## src/rtl/urxs_pkg.sv

```systemverilog
// shared constants, types and helpers of the receive status block
// assumes a 32-bit register bus with byte addresses on word boundaries
package urxs_pkg;

  // register byte offsets
  localparam int unsigned ADDR_W      = 8;
  localparam logic [7:0]  OFS_INT_EN  = 8'h18;
  localparam logic [7:0]  OFS_PEEK    = 8'h1C;
  localparam logic [7:0]  OFS_POP     = 8'h20;

  // enable bit positions in the low half of the enable register
  localparam int unsigned BIT_ROLE_FAULT = 1;
  localparam int unsigned BIT_DUAL_ROLE  = 2;
  localparam int unsigned BIT_FRAME      = 3;
  localparam int unsigned BIT_RX_NE      = 4;
  localparam int unsigned BIT_NP_TX_E    = 5;
  localparam int unsigned BIT_NP_IN_NAK  = 6;
  localparam int unsigned BIT_OUT_NAK    = 7;
  localparam int unsigned BIT_EARLY_SUSP = 10;
  localparam int unsigned EN_W           = 11;

  // which enable bits each role may touch
  localparam logic [EN_W-1:0] EN_BOTH     = 11'h01E;
  localparam logic [EN_W-1:0] EN_HOST     = 11'h020;
  localparam logic [EN_W-1:0] EN_DEV      = 11'h4C0;
  localparam logic [EN_W-1:0] EN_RESET    = 11'h000;

  // status entry layout
  localparam int unsigned ENTRY_W    = 21;
  localparam int unsigned PKT_LSB    = 17;
  localparam int unsigned PID_LSB    = 15;
  localparam int unsigned BC_LSB     = 4;
  localparam int unsigned NUM_LSB    = 0;
  localparam logic [31:0] ENTRY_RESET = 32'h0000_0000;

  // packet status codes
  localparam logic [3:0] ST_OUT_NAK     = 4'h1;
  localparam logic [3:0] ST_DATA_RX     = 4'h2;
  localparam logic [3:0] ST_XFER_DONE   = 4'h3;
  localparam logic [3:0] ST_SETUP_DONE  = 4'h4;
  localparam logic [3:0] ST_TOGGLE_ERR  = 4'h5;
  localparam logic [3:0] ST_SETUP_RX    = 4'h6;
  localparam logic [3:0] ST_CH_HALTED   = 4'h7;

  // data pid codes
  localparam logic [1:0] PID_DATA0 = 2'h0;
  localparam logic [1:0] PID_DATA1 = 2'h2;

  // bus answers and buffer depth
  localparam logic [1:0]  RESP_OKAY   = 2'h0;
  localparam logic [1:0]  RESP_SLVERR = 2'h2;
  localparam int unsigned FIFO_DEPTH  = 2;

  typedef enum logic [0:0] {
    WR_COLLECT = 1'b0,
    WR_RESP    = 1'b1
  } urxs_wr_e;

  typedef enum logic [0:0] {
    RD_IDLE = 1'b0,
    RD_RESP = 1'b1
  } urxs_rd_e;

  // enable bits reachable in the current role
  function automatic logic [EN_W-1:0] en_access(input logic host);
    en_access = EN_BOTH | (host ? EN_HOST : EN_DEV);
  endfunction

  // popped codes that raise an interrupt, per role
  function automatic logic pop_raises_irq(input logic       host,
                                          input logic [3:0] st);
    if (host) begin
      pop_raises_irq = (st == ST_XFER_DONE) || (st == ST_TOGGLE_ERR) ||
                       (st == ST_CH_HALTED);
    end else begin
      pop_raises_irq = (st == ST_OUT_NAK) || (st == ST_XFER_DONE) ||
                       (st == ST_SETUP_DONE);
    end
  endfunction

endpackage

```

## src/rtl/urxs_fifo2.sv

```systemverilog
// two-entry status buffer with valid/ready on both sides
// assumes one clock; the drain side may stall for any time
`timescale 1ns/1ps
module urxs_fifo2 import urxs_pkg::*; #(
  parameter int unsigned W     = ENTRY_W,
  parameter int unsigned DEPTH = FIFO_DEPTH
) (
  input  wire logic         clk_i,
  input  wire logic         rst_n_i,
  input  wire logic         in_valid_i,
  output logic              in_ready_o,
  input  wire logic [W-1:0] in_data_i,
  output logic              out_valid_o,
  input  wire logic         out_ready_i,
  output logic [W-1:0]      out_data_o
);
  localparam int unsigned PW = (DEPTH > 1) ? $clog2(DEPTH) : 1;
  localparam logic [PW:0] FULL = (PW+1)'(DEPTH);

  logic [W-1:0]  mem_q [DEPTH];
  logic [PW-1:0] wr_ptr_q;
  logic [PW-1:0] rd_ptr_q;
  logic [PW:0]   count_q;
  logic          push;
  logic          pull;

  // full refuses the source, empty hides the head
  assign in_ready_o  = (count_q != FULL);
  assign out_valid_o = (count_q != '0);
  assign out_data_o  = mem_q[rd_ptr_q];
  assign push        = in_valid_i && in_ready_o;
  assign pull        = out_valid_o && out_ready_i;

  // storage written only on accepted words
  always_ff @(posedge clk_i) begin
    if (push) begin
      mem_q[wr_ptr_q] <= in_data_i;
    end
  end

  // pointers wrap at the depth
  always_ff @(posedge clk_i or negedge rst_n_i) begin
    if (!rst_n_i) begin
      wr_ptr_q <= '0;
      rd_ptr_q <= '0;
    end else begin
      if (push) begin
        wr_ptr_q <= (wr_ptr_q == PW'(DEPTH-1)) ? '0 : wr_ptr_q + 1'b1;
      end
      if (pull) begin
        rd_ptr_q <= (rd_ptr_q == PW'(DEPTH-1)) ? '0 : rd_ptr_q + 1'b1;
      end
    end
  end

  // occupancy; push and pull together leave it unchanged
  always_ff @(posedge clk_i or negedge rst_n_i) begin
    if (!rst_n_i) begin
      count_q <= '0;
    end else if (push && !pull) begin
      count_q <= count_q + 1'b1;
    end else if (pull && !push) begin
      count_q <= count_q - 1'b1;
    end
  end
endmodule

```

## src/rtl/urxs_irq_gate.sv

```systemverilog
// gates interrupt source flags with their enables onto one line
// assumes flags are levels held by the flag register outside
`timescale 1ns/1ps
module urxs_irq_gate import urxs_pkg::*; (
  input  wire logic            clk_i,
  input  wire logic            rst_n_i,
  input  wire logic            host_i,
  input  wire logic [EN_W-1:0] flags_i,
  input  wire logic [EN_W-1:0] en_i,
  output logic                 irq_o
);
  // inaccessible bits are masked so a stale enable from the
  // other role cannot leak an interrupt through
  always_ff @(posedge clk_i or negedge rst_n_i) begin
    if (!rst_n_i) begin
      irq_o <= 1'b0;
    end else begin
      irq_o <= |(flags_i & en_i & en_access(host_i));
    end
  end
endmodule

```

## src/rtl/urxs_top.sv

```systemverilog
// receive status access and low interrupt enables of the usb core
// assumes an AXI4-Lite master, a packet engine feeding status
// entries, and an external flag register holding source flags
//
// The implementer's own choice: the AXI4-Lite interface to the registers.
`timescale 1ns/1ps
module urxs_top import urxs_pkg::*; (
  input  wire logic              CLK_I,
  input  wire logic              RST_N_I,
  // register bus
  input  wire logic [ADDR_W-1:0] S_AXI_AWADDR_I,
  input  wire logic              S_AXI_AWVALID_I,
  output logic                   S_AXI_AWREADY_O,
  input  wire logic [31:0]       S_AXI_WDATA_I,
  input  wire logic [3:0]        S_AXI_WSTRB_I,
  input  wire logic              S_AXI_WVALID_I,
  output logic                   S_AXI_WREADY_O,
  output logic [1:0]             S_AXI_BRESP_O,
  output logic                   S_AXI_BVALID_O,
  input  wire logic              S_AXI_BREADY_I,
  input  wire logic [ADDR_W-1:0] S_AXI_ARADDR_I,
  input  wire logic              S_AXI_ARVALID_I,
  output logic                   S_AXI_ARREADY_O,
  output logic [31:0]            S_AXI_RDATA_O,
  output logic [1:0]             S_AXI_RRESP_O,
  output logic                   S_AXI_RVALID_O,
  input  wire logic              S_AXI_RREADY_I,
  // current role of the core, 1 for host
  input  wire logic              HOST_MODE_I,
  // status entries from the packet engine
  input  wire logic              RX_ENTRY_VALID_I,
  output logic                   RX_ENTRY_READY_O,
  input  wire logic [3:0]        RX_PACKET_STATUS_I,
  input  wire logic [1:0]        RX_DATA_PID_I,
  input  wire logic [10:0]       RX_BYTE_COUNT_I,
  input  wire logic [3:0]        RX_CHANNEL_NUMBER_I,
  // source flags held by the flag register
  input  wire logic              EARLY_SUSPEND_FLAG_I,
  input  wire logic              OUT_NAK_EFFECTIVE_FLAG_I,
  input  wire logic              NP_IN_NAK_EFFECTIVE_FLAG_I,
  input  wire logic              NP_TX_FIFO_EMPTY_FLAG_I,
  input  wire logic              FRAME_START_FLAG_I,
  input  wire logic              DUAL_ROLE_EVENT_FLAG_I,
  input  wire logic              ROLE_FAULT_FLAG_I,
  // results
  output logic                   RX_FIFO_NOT_EMPTY_FLAG_O,
  output logic                   RX_POP_IRQ_EVENT_O,
  output logic                   ROLE_FAULT_EVENT_O,
  output logic                   CORE_IRQ_O
);

  // write channel state
  urxs_wr_e          wr_state_q;
  logic              aw_held_q;
  logic [ADDR_W-1:0] aw_addr_q;
  logic              w_held_q;
  logic [31:0]       w_data_q;
  logic [3:0]        w_strb_q;
  logic [1:0]        bresp_q;
  logic              do_write;
  logic              wr_full;
  logic              wr_en_hit;

  // read channel state
  urxs_rd_e          rd_state_q;
  logic [31:0]       rdata_q;
  logic [1:0]        rresp_q;
  logic              ar_take;
  logic              pop;

  // enable register and events
  logic [EN_W-1:0]   int_en_q;
  logic [EN_W-1:0]   acc_mask;
  logic [EN_W-1:0]   src_flags;
  logic              pop_irq_q;
  logic              role_fault_q;
  logic              bad_bits;

  // status buffer ports
  logic [ENTRY_W-1:0] in_entry;
  logic [ENTRY_W-1:0] head_entry;
  logic               head_valid;
  logic [31:0]        head_word;

  // ------------------------------------------------------------
  // status entry path
  // ------------------------------------------------------------

  // fields packed in their final bit places so a read is a plain
  // zero extension; number means channel or endpoint by role
  assign in_entry = {RX_PACKET_STATUS_I,
                     RX_DATA_PID_I,
                     RX_BYTE_COUNT_I,
                     RX_CHANNEL_NUMBER_I};

  // two entries of slack so a slow reader loses no status word
  urxs_fifo2 #(
    .W     (ENTRY_W),
    .DEPTH (FIFO_DEPTH)
  ) u_fifo (
    .clk_i       (CLK_I),
    .rst_n_i     (RST_N_I),
    .in_valid_i  (RX_ENTRY_VALID_I),
    .in_ready_o  (RX_ENTRY_READY_O),
    .in_data_i   (in_entry),
    .out_valid_o (head_valid),
    .out_ready_i (pop),
    .out_data_o  (head_entry)
  );

  // upper bits read as zero; an empty buffer reads as the reset
  // value, since software is not meant to look before the flag
  assign head_word = head_valid ? {11'h000, head_entry}
                                : ENTRY_RESET;
  assign RX_FIFO_NOT_EMPTY_FLAG_O = head_valid;

  // ------------------------------------------------------------
  // write channel
  // ------------------------------------------------------------

  // address and data are taken in either order, one of each
  assign S_AXI_AWREADY_O = !aw_held_q && (wr_state_q == WR_COLLECT);
  assign S_AXI_WREADY_O  = !w_held_q && (wr_state_q == WR_COLLECT);
  assign do_write        = aw_held_q && w_held_q &&
                           (wr_state_q == WR_COLLECT);
  assign wr_full         = (w_strb_q == 4'hF);
  assign wr_en_hit       = (aw_addr_q == OFS_INT_EN) && wr_full;

  // address holding stage
  always_ff @(posedge CLK_I or negedge RST_N_I) begin
    if (!RST_N_I) begin
      aw_held_q <= 1'b0;
      aw_addr_q <= '0;
    end else if (S_AXI_AWVALID_I && S_AXI_AWREADY_O) begin
      aw_held_q <= 1'b1;
      aw_addr_q <= S_AXI_AWADDR_I;
    end else if (do_write) begin
      aw_held_q <= 1'b0;
    end
  end

  // data holding stage
  always_ff @(posedge CLK_I or negedge RST_N_I) begin
    if (!RST_N_I) begin
      w_held_q <= 1'b0;
      w_data_q <= '0;
      w_strb_q <= '0;
    end else if (S_AXI_WVALID_I && S_AXI_WREADY_O) begin
      w_held_q <= 1'b1;
      w_data_q <= S_AXI_WDATA_I;
      w_strb_q <= S_AXI_WSTRB_I;
    end else if (do_write) begin
      w_held_q <= 1'b0;
    end
  end

  // response: only full-word writes to the enable register pass;
  // the status registers are read-only, the rest is unmapped
  always_ff @(posedge CLK_I or negedge RST_N_I) begin
    if (!RST_N_I) begin
      wr_state_q <= WR_COLLECT;
      bresp_q    <= RESP_OKAY;
    end else begin
      case (wr_state_q)
        WR_COLLECT: begin
          if (do_write) begin
            wr_state_q <= WR_RESP;
            bresp_q    <= wr_en_hit ? RESP_OKAY : RESP_SLVERR;
          end
        end
        WR_RESP: begin
          if (S_AXI_BREADY_I) begin
            wr_state_q <= WR_COLLECT;
          end
        end
        default: begin
          wr_state_q <= WR_COLLECT;
        end
      endcase
    end
  end

  assign S_AXI_BVALID_O = (wr_state_q == WR_RESP);
  assign S_AXI_BRESP_O  = bresp_q;

  // ------------------------------------------------------------
  // enable register
  // ------------------------------------------------------------

  // bits the current role may reach; reserved bits never appear
  assign acc_mask = en_access(HOST_MODE_I);
  assign bad_bits = |(w_data_q[EN_W-1:0] & (EN_HOST | EN_DEV) &
                      ~acc_mask);

  // only reachable bits change, so the other role's settings
  // survive a role swap untouched
  always_ff @(posedge CLK_I or negedge RST_N_I) begin
    if (!RST_N_I) begin
      int_en_q <= EN_RESET;
    end else if (do_write && wr_en_hit) begin
      int_en_q <= (int_en_q & ~acc_mask) |
                  (w_data_q[EN_W-1:0] & acc_mask);
    end
  end

  // setting a bit of the other role is a role fault
  always_ff @(posedge CLK_I or negedge RST_N_I) begin
    if (!RST_N_I) begin
      role_fault_q <= 1'b0;
    end else begin
      role_fault_q <= do_write && wr_en_hit && bad_bits;
    end
  end

  assign ROLE_FAULT_EVENT_O = role_fault_q;

  // ------------------------------------------------------------
  // read channel
  // ------------------------------------------------------------

  // one read under way; the answer comes one cycle after the take
  assign S_AXI_ARREADY_O = (rd_state_q == RD_IDLE);
  assign ar_take         = S_AXI_ARVALID_I && S_AXI_ARREADY_O;
  assign pop             = ar_take && head_valid &&
                           (S_AXI_ARADDR_I == OFS_POP);

  // read data captured at the take, before the pop moves the head
  always_ff @(posedge CLK_I or negedge RST_N_I) begin
    if (!RST_N_I) begin
      rdata_q <= '0;
      rresp_q <= RESP_OKAY;
    end else if (ar_take) begin
      case (S_AXI_ARADDR_I)
        OFS_INT_EN: begin
          rdata_q <= {21'h000000, int_en_q & acc_mask};
          rresp_q <= RESP_OKAY;
        end
        OFS_PEEK: begin
          rdata_q <= head_word;
          rresp_q <= RESP_OKAY;
        end
        OFS_POP: begin
          rdata_q <= head_word;
          rresp_q <= RESP_OKAY;
        end
        default: begin
          rdata_q <= '0;
          rresp_q <= RESP_SLVERR;
        end
      endcase
    end
  end

  // read answer holds until the master takes it
  always_ff @(posedge CLK_I or negedge RST_N_I) begin
    if (!RST_N_I) begin
      rd_state_q <= RD_IDLE;
    end else begin
      case (rd_state_q)
        RD_IDLE: begin
          if (ar_take) begin
            rd_state_q <= RD_RESP;
          end
        end
        RD_RESP: begin
          if (S_AXI_RREADY_I) begin
            rd_state_q <= RD_IDLE;
          end
        end
        default: begin
          rd_state_q <= RD_IDLE;
        end
      endcase
    end
  end

  assign S_AXI_RVALID_O = (rd_state_q == RD_RESP);
  assign S_AXI_RDATA_O  = rdata_q;
  assign S_AXI_RRESP_O  = rresp_q;

  // ------------------------------------------------------------
  // events and interrupt line
  // ------------------------------------------------------------

  // popped status codes that call for attention, per role
  always_ff @(posedge CLK_I or negedge RST_N_I) begin
    if (!RST_N_I) begin
      pop_irq_q <= 1'b0;
    end else begin
      pop_irq_q <= pop && pop_raises_irq(HOST_MODE_I,
                     head_entry[PKT_LSB +: 4]);
    end
  end

  assign RX_POP_IRQ_EVENT_O = pop_irq_q;

  // source flags gathered at their enable bit positions
  always_comb begin
    src_flags                 = '0;
    src_flags[BIT_ROLE_FAULT] = ROLE_FAULT_FLAG_I;
    src_flags[BIT_DUAL_ROLE]  = DUAL_ROLE_EVENT_FLAG_I;
    src_flags[BIT_FRAME]      = FRAME_START_FLAG_I;
    src_flags[BIT_RX_NE]      = head_valid;
    src_flags[BIT_NP_TX_E]    = NP_TX_FIFO_EMPTY_FLAG_I;
    src_flags[BIT_NP_IN_NAK]  = NP_IN_NAK_EFFECTIVE_FLAG_I;
    src_flags[BIT_OUT_NAK]    = OUT_NAK_EFFECTIVE_FLAG_I;
    src_flags[BIT_EARLY_SUSP] = EARLY_SUSPEND_FLAG_I;
  end

  // registered so the line is glitch free
  urxs_irq_gate u_irq (
    .clk_i   (CLK_I),
    .rst_n_i (RST_N_I),
    .host_i  (HOST_MODE_I),
    .flags_i (src_flags),
    .en_i    (int_en_q),
    .irq_o   (CORE_IRQ_O)
  );

endmodule

```

## config.mk

```make
export PLATFORM = sky130hd
export DESIGN_NAME = urxs_top
export DESIGN_NICKNAME = d
export VERILOG_FILES = /design/src/rtl/urxs_pkg.sv /design/src/rtl/urxs_fifo2.sv /design/src/rtl/urxs_irq_gate.sv /design/src/rtl/urxs_top.sv
export SDC_FILE = /design/constraint.sdc
export NUM_CORES = 1
export LEC_CHECK = 0
export ABC_CLOCK_PERIOD_IN_PS = 5600
export BUFFER_PORTS_ARGS = -buffer_cell sky130_fd_sc_hd__buf_4
export CORE_AREA = 8 8 123 79
export DETAILED_ROUTE_END_ITERATION = 10
export DIE_AREA = 0 0 131 87
export GPL_TIMING_DRIVEN = 0
export PLACE_DENSITY = 0.83
export SLEW_MARGIN = 5
export SYNTH_ARGS = -nofsm -noshare
export SYNTH_HDL_FRONTEND = slang
export SYNTH_SLANG_ARGS = --single-unit
```

## constraint.sdc

```tcl
create_clock -name CLK_I -period 5.6 [get_ports CLK_I]
set_input_delay 0.84 -clock CLK_I [delete_from_list [all_inputs] [get_ports CLK_I]]
set_output_delay 0.84 -clock CLK_I [all_outputs]
set_load 0.02 [all_outputs]
```

**Word-level counts from Yosys, hierarchy flattened**

Memories as Yosys holds them, arrays and structs flattened.
Index checks and enable logic that the tools add are counted.

- $add $sub $neg: 4
- Equality and inequality tests: 11
- Mux-type cells: 21
- Bitwise gates (word level): 10
- Reductions and logical operators: 34

Operators by type and width:

| operator | count |
|---|---|
| 11-bit bitwise AND | 6 |
| 21-bit one-hot mux with 2 select lines | 1 |
| 8-bit by 5-bit == test with 1-bit output (second input constant) | 3 |
| 11-bit OR reduction | 2 |
| 21-bit two-way mux | 1 |
| 1-bit logical AND | 17 |
| 4-bit by 3-bit == test with 1-bit output (second input constant) | 3 |
| 1-bit two-way mux | 12 |
| 11-bit two-way mux | 1 |
| 11-bit inverter | 1 |
| 11-bit bitwise OR | 1 |
| 8-bit by 6-bit == test with 1-bit output (second input constant) | 1 |
| 2-bit two-way mux | 4 |
| 2-bit nonzero test | 4 |
| 4-bit by 1-bit == test with 1-bit output (second input constant) | 1 |
| 4-bit by 2-bit == test with 1-bit output (second input constant) | 1 |
| 4-bit == test (second input constant) | 1 |
| 1-bit zero test | 4 |
| 1-bit logical OR | 4 |
| 1-bit one-hot mux with 2 select lines | 2 |
| 3-bit OR reduction | 1 |
| 1-bit adder (second input constant) | 2 |
| 2-bit by 1-bit adder with 2-bit output (second input constant) | 1 |
| 2-bit != test (second input constant) | 1 |
| 4 further kinds | 5 |

- Bits in registers: 81
- Bits in writable memories: 42
- Input port bits: 89
- Memories: 1

Memory list:

| memory | depth | bits a word | rd ports | clocked after Yosys merged registers in | wr ports | line | text |
|---|---|---|---|---|---|---|---|
| u_fifo.mem_q | 2 | 21 | 1 | 0 | 1 | urxs_fifo2.sv:20 | `logic [W-1:0] mem_q [DEPTH];` |

**Longest topological paths before layout**

Gate-level depths: netlist of run 1.

- Word-level depth: 8
- Depth in mapped cells: 8

**Hierarchy**

Synthesis of run 1 repeated with hierarchy kept, for this count alone.

- Cell total of the unflattened synthesis: 282
- Area, all modules: 4259.1 µm²

By module, submodules not included:

| module | instances | cells each | area each (µm²) | sequential area each (µm²) |
|---|---|---|---|---|
| urxs_top | 1 | 192 | 2459.9 | 1426.4 |
| urxs_fifo2 | 1 | 83 | 1731.7 | 1361.3 |
| urxs_irq_gate | 1 | 7 | 67.6 | 25.0 |

**Worst setup path after synthesis of run 1**

Ideal clock, no wire load.

- Kind: input to register
- Start point: input S_AXI_ARADDR_I[7]
- End point: register u_fifo.count_q[1]
- Data arrival time: 2377 ps
- Required time: 5521 ps
- Setup slack: 3144 ps
- Stages on the path: 7
- Path buffers: 0
- Path through: or4_1 nor2_1 nand3_1 ha_1 xor2_1 nor2_1 xor2_1

- Word-level cells in the longest chain between the ends: 6
- Elaborated cells on any way between the ends: 8
- Classes of those cells: eq/ne: 1; mux: 1; reduce/logical: 6

RTL lines:

| item | line | text |
|---|---|---|
| from (decl) | urxs_top.sv:21 | `input wire logic [ADDR_W-1:0] S_AXI_ARADDR_I,` |
| 8-bit by 6-bit == test with 1-bit output (*) | urxs_top.sv:225 | `(S_AXI_ARADDR_I == OFS_POP);` |
| 1-bit logical AND (*) | urxs_top.sv:224 | `assign pop = ar_take && head_valid &&` |
| 1-bit logical AND (*) | urxs_fifo2.sv:32 | `assign pull = out_valid_o && out_ready_i;` |
| 1-bit zero test | urxs_fifo2.sv:60 | `end else if (push && !pull) begin` |
| 1-bit logical AND | urxs_fifo2.sv:60 |  |
| 2-bit two-way mux / 2-bit nonzero test (equally long branches) | -- |  |
| to (signal assigned) | urxs_fifo2.sv:61 | `count_q <= count_q + 1'b1;` |
| to (signal assigned) | urxs_fifo2.sv:63 | `count_q <= count_q - 1'b1;` |
| to (decl) | urxs_fifo2.sv:23 | `logic [PW:0] count_q;` |

Mark *: on every way between the ends. The rest lies on a longest branch, timed or not.
A chain may end at the register's enable or synchronous reset.

**Final worst setup path of run 1**

Same ends and word-level chain as after synthesis.

==> results.md, run 1 <==
- Status: complete, no violations
- Gr ovfl total: 0
- Post-Syn Area: 4160 µm²
- Seq cells post-synth: 104
- CTS Buf Count: 9
- Ys Warns: 0
- CORE AREA: 8100 µm²
- Min Clock Period, post-route: about 2.4 ns
- Hold crit path type: flip-flop to flip-flop
- Post-CTS Repair Setup Buffers: 0
- Avg Cell Area, Syn: 14.5 µm²
- Clk_lat worst skew: around 0.34 ns
- Fin Hold WS: 0.490 ns
- Layout cell share with drive strength beyond 1: 0.393
- Final ANT Viol Nets: 0
- Multi-input gate area: ~1200 µm²
- Initial cell density of the core: 0.513
- Post-DP HPWL: 6920 µm
- Area growth syn-to-layout: 29.2%
- Final WL: between 9000 and 10000 µm
- Vias in the first global route: ~2.9k
- PostCTS Resize Cnt: 0
- Die area: 11400 µm²
- # hold bufs at CTS: 0
- Total GRT Usage: 0.175
- Htree depth: 3
- Pwr Total: 2.11 mW
- Final setup fails: 0
- Port buffer count: 96
- Largest stage delay, worst path: roughly 0.57 ns
- Initial antenna violation count: 0
- Global placement routability congestion: 0.770
- DRT Pass-1 Iters: 5
- Post-synthesis async set-or-reset flop share: 0.596
- Slew Viols, Final: 0
- Drt wl/cell: 18.0 µm
- CTS tree: yes
- RSZ-0062 raised after global routing: no
- Max-cap violations: 0
- Clock sinks: 104
- CTS clk-pin slew, worst paths: 0.07 ns
- Crit-path cells: buf_4 > or4_1 > nor2_1 > nand3_1 > ha_1 > xor2_1 > nor2_1 > xor2_1
- Max FO, Critical Path: 4
- Worst EP required: between 5 and 6 ns
- Sequential-to-total area share from yosys stat: 0.677
- DRC: 0
- Cell family with most CP delay: simple AND/OR/NAND/NOR gates
- First-pass GRT wire length: about 15000 µm
- Rows: 26
- Initial DRC Count: approximately 210
- Worst-Margin Slew: 1.04 ns
- Vias: 2678
- Peak supply drop: 0.217 mV
- I/O pin count: 135
- CP max stage cell: or4_1
- Crit path kind: input pin to flip-flop
- Filler cell count: a little over 600
- Syn Inst Count: 287
- Die Ht: between 80 and 90 µm
- Buf+Inv Stages, Crit Path: 1
- Drt via density: 5.11
- Ant diodes: 0
- Synth cell types: 49
- Crit start category: input pin
- Final nets: 497
- Max clock buf depth: 2
- Max-slew headroom: 0.306
- Crit path DAT: 2.71 ns
- Leak: between 2 and 2.5 nW
- Largest net degree at the start of global routing: 63
- Die width: between 100 and 150 µm
- Clock Skew: 0.00647 ns
- Root Buffer Master: clkbuf_16
- Register Area: between 2000 and 3000 µm²
- Final Hold Violating Endpoints: 0
- Pwr Density: 393 nW/µm²
- F_max: 410 MHz
- Predominant post-synthesis flop cell: dfrtp_1
- Post-synth EDFFs: 42
- Fin crit share: 0.435
- Setup TNS: 0 ns
- Worst Setup End Kind: flip-flop
Yosys cell counts (2+ instances only):
cell type  count  area share
dfrtp_1       62        0.37
edfxtp_1      42        0.30
mux2_2        26       0.070
nand2_1       23       0.021
mux2i_1       19       0.046
o21ai_0       19       0.023
buf_4         13       0.023
clkbuf_1       8      0.0072
inv_1          8      0.0072
nor2_1         7      0.0063
a22oi_1        4      0.0072
mux2_4         3       0.011
nand2b_1       3      0.0045
nand3_1        3      0.0036
o221ai_1       3      0.0063
xnor2_1        3      0.0063
a21o_1         2      0.0036
a222oi_1       2      0.0048
a31oi_1        2      0.0030
and3_1         2      0.0030
buf_2          2      0.0024
nand4_1        2      0.0030
nor2b_1        2      0.0030
xor2_1         2      0.0042
cell usage in the layout, fill, tap and decap left out, types with 2 or more instances in the layout:
cell type,instances
nor2_1,6
inv_1,8
mux2_2,26
buf_2,2
clkinvlp_4,2
nand4_1,2
mux2_4,3
edfxtp_1,42
nand2_1,23
a222oi_1,2
nand2b_1,3
mux2i_1,19
clkbuf_1,10
xnor2_1,3
o21ai_0,19
clkbuf_16,9
nand3_1,3
a21o_1,2
o221ai_1,3
dfrtp_1,62
and3_1,2
a22oi_1,4
xor2_1,2
buf_4,109
nor2b_1,2
a31oi_1,2
conb_1,13
flip-flops by register name (all words and copies together), names as in the netlist, 2 cells and up, named ones only:
| register | cells |
|---|---|
| int_en_q | 4 |
| u_fifo.count_q | 2 |
| S_AXI_RDATA_O | 21 |
| u_fifo.mem_q | 42 |
| w_data_q | 8 |
| aw_addr_q | 8 |
| w_strb_q | 4 |
worst min-delay path: stages, from the launching register on:
cell and delay (ns):
dfrtp_1 0.34, nand2_1 0.05, o21ai_0 0.06
routing by layer:
layer	vias to the layer above	track usage	routed length (µm)
li1	1253	-	-
met1	1337	0.214	3960
met2	77	0.285	4630
met3	11	0.0611	731
met4	0	0.0580	106
met5	-	0	0
cell type report:
class | count | area share
Sequential cell | 104 | 0.524
Multi-Input combinational cell | 163 | 0.227
Timing Repair Buffer | 97 | 0.137
Clock buffer | 11 | 0.0434
Buffer | 24 | 0.0263
Tap cell | 112 | 0.0261
Clock inverter | 5 | 0.0105
Inverter | 8 | 0.00559
per-stage QoR:
stage / util / instances / area [µm²] / setup slack [ns]
floorplan: - / 299 / 4200 / 3.14
global placement: 0.625 / 507 / 5060 / 2.73
detailed placement: 0.627 / 508 / 5080 / 2.82
CTS: 0.663 / 524 / 5370 / 3.18
global route: 0.663 / 524 / 5370 / 3.03
finish: 0.663 / 524 / 5370 / 3.16
cells by family (layout without fill, tap and decap cells):
kind of cell,Yosys count,after routing,share of synthesized area
muxes,49,49,0.130
adders and majority gates,1,1,0.00301
xor gates and xnor gates,5,5,0.0105
AOI/OAI and AO/OA,38,38,0.0581
other,1,13,0.000902
buffers and inverters,32,145,0.0413
and+or+nand+nor,57,57,0.0795
DFF,104,104,0.677
worst paths after layout:
kind | slack (ns) | endpoint | cells past startpoint | from
worst max-delay path | 3.16 | u_fifo.count_q[1]$_DFFE_PN0P_ | 8 | S_AXI_ARADDR_I[7]
worst min register to register | 0.49 | S_AXI_RDATA_O[9]$_DFFE_PN0N_ | 2 | S_AXI_RDATA_O[9]$_DFFE_PN0N_
worst min-delay path | 0.49 | S_AXI_RDATA_O[9]$_DFFE_PN0N_ | 2 | S_AXI_RDATA_O[9]$_DFFE_PN0N_
worst max register to register | 3.36 | flip-flop | 4 | aw_addr_q[0]$_DFFE_PN0P_
min in group asynchronous | 0.59 | w_data_q[3]$_DFFE_PN0P_ | 1 | RST_N_I
max in group asynchronous | 4.49 | async pin | 1 | RST_N_I
report_power, final:
| group | leakage [nW] | switching [mW] | internal, mW | total [mW] |
|---|---|---|---|---|
| Combinational | 1.04 | 0.228 | 0.209 | 0.437 |
| Clock | 0.136 | 0.264 | 0.346 | 0.610 |
| Sequential | 1.19 | 0.0821 | 0.978 | 1.06 |
| Total | 2.36 | 0.574 | 1.53 | 2.11 |
(Power assumes the default switching activity.)
==> run 2, diff against run 1 <==
ABC_CLOCK_PERIOD_IN_PS = 2300   (was 5600)
CORE_AREA = 8 8 127 82   (was 8 8 123 79)
DIE_AREA = 0 0 135 90   (was 0 0 131 87)
PLACE_DENSITY = 0.78   (was 0.83)
clock period = 2.3 ns   (was 5.6 ns; I/O delays follow)
==> run 2 against run 1 <==
Compared with the run above: flip-flop and latch count did not move; register-to-register slack lost 3.2 ns; critical path depth fell by 4; final cell count increased by 0.76%; combinational power up 140%; clock power increased by 150%.
==> results.md, run 2 (synthesized netlist as in run 1, its figures left out) <==
- Status: complete, no violations
- Filler cell count: 709 (+17%)
- CTS clk-pin slew, worst paths: 0.07 ns (about the same)
- Max reg flops: 42 (unchanged)
- Hold crit path type: input pin to async pin
- CORE AREA: 8720 µm² (+7.6%)
- Ant diodes: 0 (unchanged)
- Setup TNS: 0 ns (unchanged)
- Port buffer count: 96 (unchanged)
- F_max: about 460 MHz
- Post-CTS Repair Setup Buffers: 0 (unchanged)
- Post-DP HPWL: 6880 µm (-0.61%)
- Final ANT Viol Nets: 0 (unchanged)
- DRC: 0 (unchanged)
- Crit path kind: flip-flop to flip-flop
- Initial cell density of the core: 0.477 (-0.0362)
- Pwr Total: 5.15 mW (+140%)
- Worst EP required: 2.53 ns (-3.34 ns)
- Clock Skew: 0.00809 ns (+0.00161 ns)
- Layout cell share with drive strength beyond 1: 0.396 (+0.00243)
- Peak supply drop: 0.584 mV (+170%)
- Pwr Density: 956 nW/µm² (+140%)
- Placed cell areas: 5080 µm² (about the same)
- Die width: 135 µm (+3.1%)
- Gr ovfl total: 0 (unchanged)
- Layout Utilization: 0.618 (-0.0446)
- RSZ-0062 raised after global routing: no
- Vias: 2657 (-0.78%)
- Leak: 2.38 nW (+0.72%)
- Most frequent cells in the layout: 109 x buf_4, 62 x dfrtp_1, 42 x edfxtp_1
- Crit-path cells: or4b_4 > nor4_4 > and2b_4 > mux2_4
- Global placement routability congestion: 0.776 (+0.75%)
- Initial DRC Count: 132 (-36%)
- Final WS setup: 0.132 ns (-3.03 ns)
- Largest stage delay, worst path: 0.56 ns (about the same)
- Final WL: 9190 µm (-2.5%)
- I/O pin count: 135 (unchanged)
- Max clock buf depth: 2 (unchanged)
- Final Hold Violating Endpoints: 0 (unchanged)
- Die Ht: 90 µm (+3.4%)
- Slew Viols, Final: 0 (unchanged)
- CTS tree: yes
- Largest register by flop count: u_fifo.mem_q
- Largest net degree at the start of global routing: 63 (unchanged)
- Root Buffer Master: clkbuf_16
- Max-slew headroom: 0.290 (-0.0162)
- Worst-Margin Slew: 1.07 ns (+0.0243 ns)
- Fin crit share: 0.942
- Worst Setup End Kind: flip-flop
- CTS Buf Count: 9 (unchanged)
- Min Clock Period, post-route: 2.17 ns
- # hold bufs at CTS: 0 (unchanged)
- Final nets: 497 (unchanged)
- Max-cap violations: 0 (unchanged)
- Die area: 12200 µm² (+6.6%)
- Total GRT Usage: 0.157 (-0.0187)
- CP max stage cell: or4b_4
- Clock sinks: 104 (unchanged)
- Rows: 27 (+3.8%)
- Drt via density: 5.03 (-1.5%)
- Crit start category: flip-flop
- Pre-CTS setup slack: 0.00377 ns (-2.82 ns)
- Clk_lat worst skew: 0.35 ns (about the same)
- Initial antenna violation count: 0 (unchanged)
- Area growth syn-to-layout: 29.6%
- First-pass GRT wire length: 14700 µm (-2.0%)
- Max FO, Critical Path: 8 (+4)
- DRT Pass-1 Iters: 5 (unchanged)
- Vias in the first global route: 2774 (-3.8%)
- Drt wl/cell: 17.4 µm (-3.3%)
- Post-Layout Inst Area: 5390 µm² (+0.35%)
- Crit path DAT: 2.40 ns (-0.31 ns)
- PostCTS Resize Cnt: 0 (unchanged)
- Final setup fails: 0 (unchanged)
- Commonest non-fill, non-tap cell in the layout: buf_4
- Htree depth: 3 (unchanged)
[run 2: cell count changes in the layout (fill, tap and decap cells not counted), sizes merged]
| cell | before | now |
|---|---|---|
| clkbuf | 19 | 20 |
| bufinv | 1 | 0 |
| clkinv | 1 | 3 |
| clkinvlp | 2 | 0 |
[run 2: path summary, 6_finish.rpt]
kind                       slack, ns                             to  cells after the start                           from
setup reg to reg                0.13                      flip-flop                      4       aw_addr_q[0]$_DFFE_PN0P_
setup / recovery                0.13                      flip-flop                      4       aw_addr_q[0]$_DFFE_PN0P_
hold / removal                  0.07       aw_addr_q[3]$_DFFE_PN0P_                      1                        RST_N_I
hold reg to reg                 0.48  S_AXI_RDATA_O[18]$_DFFE_PN0N_                      2  S_AXI_RDATA_O[18]$_DFFE_PN0N_
min in group CLK_I              0.18       S_AXI_RVALID_O$_DFF_PN0_                      2                 S_AXI_RREADY_I
max in group asynchronous       1.72   S_AXI_RDATA_O[0]$_DFFE_PN0N_                      1                        RST_N_I
[run 2: per-layer routing]
layer / vias up / part of all wire / track usage
met2: 73 / 0.47 / 0.238
met3: 9 / 0.073 / 0.0617
li1: 1250 / - / -
met5: - / 0 / 0
met4: 0 / 0.0094 / 0.0386
met1: 1325 / 0.45 / 0.206
[run 2: critical path, delay by kind of cell, from the launching register on]
family / cells / cell delay [ns]
muxes: 1 / 0.30
DFF: 1 / 0.38
and+or+nand+nor: 3 / 1.36
[run 2: area by class of cell]
cell class	instances	area, µm²	share of cell area
plain buffers	24	141	0.0262
clock buffers	12	279	0.0518
clock inverters	4	23.8	0.00441
inverters	8	30.0	0.00557
multi-input cells	163	1220	0.226
flip-flops and latches	104	2810	0.522
well taps	116	145	0.0269
repair buffers	97	736	0.137
[run 2: stage by stage]
step	hold slack [ns]	std cells
floorplan	0.0494	299
finish	0.0733	528
detailed placement	0.473	512
global placement	0.469	511
global route	0.148	528
CTS	0.102	528
[run 2: where the power goes]
part	internal [mW]	switching [mW]	total [mW]
Sequential	2.38	0.202	2.58
Clock	0.864	0.643	1.51
Combinational	0.508	0.550	1.06
Total	3.75	1.40	5.15
==> run 3, diff against run 2 <==
ABC_CLOCK_PERIOD_IN_PS = 1800   (was 2300)
CORE_AREA = 8 8 134 86   (was 8 8 127 82)
DIE_AREA = 0 0 142 94   (was 0 0 135 90)
PLACE_DENSITY = 0.74   (was 0.78)
clock period = 1.8 ns   (was 2.3 ns; I/O delays follow)
==> run 3 against run 2 <==
Compared with the run above: the run now ends with negative hold slack, negative setup slack left; first-iteration DRC count increased by 2.3%; wire length increased by 3.9%; register-to-register slack got worse by 0.27 ns; setup slack got worse by 0.27 ns; via count decreased by 1.4%; final cell count increased by 3.8%.
==> results.md, run 3 (synthesized netlist as in run 1, its figures left out) <==
- Commonest non-fill, non-tap cell in the layout: buf_4
- Gr ovfl total: 0 (unchanged)
- Die width: 142 µm (+5.2%)
- Port buffer count: 96 (unchanged)
- Largest net degree at the start of global routing: 63 (unchanged)
- Global placement routability congestion: 0.737 (-5.0%)
- CP max stage cell: or4b_4
- Min Clock Period, post-route: 1.94 ns (-0.225 ns)
- DRT Pass-1 Iters: 6 (+1)
- Area growth syn-to-layout: 32.6%
- Max-slew headroom: 0.460 (+0.170)
- Crit start category: flip-flop
- Vias: 2621 (-1.4%)
- CTS Buf Count: 9 (unchanged)
- Final Hold Violating Endpoints: 2 (+2)
- # hold bufs at CTS: 0 (unchanged)
- Layout cell share with drive strength beyond 1: 0.431 (+0.0354)
- Ant diodes: 0 (unchanged)
- Vias in the first global route: 2892 (+4.3%)
- Placed Cells: 530 (+3.5%)
- Fin crit share: 1.08 (+0.137)
- Htree depth: 3 (unchanged)
- Post-DP HPWL: 6930 µm (+0.81%)
- CTS clk-pin slew, worst paths: 0.07 ns (about the same)
- Worst Reg-to-Reg Cells: 4 (unchanged)
- CORE AREA: 9560 µm² (+9.7%)
- Clock sinks: 104 (unchanged)
- Final nets: 498 (+0.20%)
- Die Ht: 94 µm (+4.4%)
- First-pass GRT wire length: 15300 µm (+3.7%)
- Largest register by flop count: u_fifo.mem_q
- Leak: 2.43 nW (+2.0%)
- Final ANT Viol Nets: 0 (unchanged)
- Max clock buf depth: 2 (unchanged)
- DRC: 0 (unchanged)
- Pwr Total: 6.72 mW (+31%)
- Worst EP required: 2.03 ns (-0.50 ns)
- Max-cap violations: 0 (unchanged)
- Flop2flop setup slack: -0.14 ns (-0.27 ns)
- Most frequent cells in the layout: 112 x buf_4, 62 x dfrtp_1, 42 x edfxtp_1
- Layout Utilization: 0.576 (-0.0417)
- Levels on crit path: 4 (unchanged)
- Drt via density: 4.78 (-5.0%)
- Worst Setup End Kind: flip-flop
- RSZ-0062 raised after global routing: yes
- Worst-Margin Slew: 0.810 ns (-0.255 ns)
- Cell family with most CP delay: simple AND/OR/NAND/NOR gates
- F_max: 515 MHz (+12%)
- Failing checks: negative hold slack, negative setup slack
- Initial cell density of the core: 0.434 (-0.0423)
- Status: finished, violations left
- Non-Filler Instances: 548 (+3.8%)
- Crit path DAT: 2.17 ns (-0.23 ns)
- Crit-path cells: or4b_4 > nor4_4 > and2b_4 > mux2_4
- CTS tree: yes
- Initial antenna violation count: 0 (unchanged)
- Rows: 28 (+3.7%)
- Max reg flops: 42 (unchanged)
- Pwr Density: 1220 nW/µm² (+28%)
- Crit path kind: flip-flop to flip-flop
- Fin Hold WS: -0.00450 ns (-0.0778 ns)
- Pre-CTS setup slack: -0.382 ns (-0.385 ns)
- FF-to-FF Start: aw_addr_q[7]$_DFFE_PN0P_
- Final WL: 9550 µm (+3.9%)
- Max FO, Critical Path: 4 (-4)
- Die area: 13300 µm² (+9.9%)
- Root Buffer Master: clkbuf_16
- Clk_lat worst skew: 0.35 ns (about the same)
- Buf+Inv Stages, Crit Path: 0 (unchanged)
- Total GRT Usage: 0.151 (-0.00594)
- Hold crit path type: input pin to async pin
- Setup TNS: -0.853 ns (-0.853 ns)
- I/O pin count: 135 (unchanged)
- Slew Viols, Final: 0 (unchanged)
- Final WS setup: -0.142 ns (-0.275 ns)
- Drt wl/cell: 17.4 µm (+0.10%)
- Clock Skew: 0.00962 ns (+0.00153 ns)
- Initial DRC Count: 135 (+2.3%)
- Final setup fails: 8 (+8)
- Peak supply drop: 0.577 mV (-1.3%)
- Largest stage delay, worst path: 0.56 ns (about the same)
[run 3: worst register-to-register path: cells and delay by family, from the launching register on]
| kind | cells | cell delay (ns) |
|---|---|---|
| DFF | 1 | 0.37 |
| muxes | 1 | 0.30 |
| and+or+nand+nor | 3 | 1.16 |
[run 3: area by class of cell]
| type | instances | area [µm²] |
|---|---|---|
| Fill cell | 800 | 4050 |
| Sequential cell | 104 | 2810 |
| Multi-Input combinational cell | 163 | 1290 |
| Timing Repair Buffer | 100 | 754 |
| Clock buffer | 10 | 229 |
| Tap cell | 135 | 169 |
| Buffer | 22 | 140 |
| Clock inverter | 6 | 83.8 |
| Inverter | 8 | 30.0 |
[run 3: report_power, final]
| group | internal, mW | switching (mW) | total [mW] |
|---|---|---|---|
| combinational | 0.661 | 0.707 | 1.37 |
| clock | 1.21 | 0.830 | 2.04 |
| sequential | 3.04 | 0.269 | 3.31 |
[run 3: stage by stage]
| stage | hold WS (ns) | cell area [µm²] |
|---|---|---|
| final | -0.00450 | 5510 |
| after global routing | 0.0685 | 5510 |
| after CTS | 0.0453 | 5510 |
| after detailed placement | 0.424 | 5110 |
| after global placement | 0.410 | 5110 |
| after floorplan | -0.0256 | 4220 |
[run 3: worst max path at each step]
stage / slack [ns] / start / endpoint
after floorplan: -0.14 / aw_addr_q[0]$_DFFE_PN0P_ / flip-flop
after global placement: -0.37 / aw_addr_q[0]$_DFFE_PN0P_ / flip-flop
after detailed placement: -0.38 / aw_addr_q[0]$_DFFE_PN0P_ / flip-flop
after CTS: -0.13 / aw_addr_q[6]$_DFFE_PN0P_ / flip-flop
after global routing: -0.20 / aw_addr_q[7]$_DFFE_PN0P_ / flip-flop
final: -0.14 / aw_addr_q[7]$_DFFE_PN0P_ / flip-flop
[run 3: routing by layer]
metal	global-route usage	wire (µm)
met5	0	0
met4	0.0489	111
met3	0.0660	744
met2	0.233	4400
met1	0.187	4290
[run 3: what timing repair did]
action	CTS	global route
pin swaps	2	2
hold endpoints to repair	0	0
endpoints found under the setup margin	76	12
cloned	0	0
buffers inserted	4	0
resized for setup	18	1
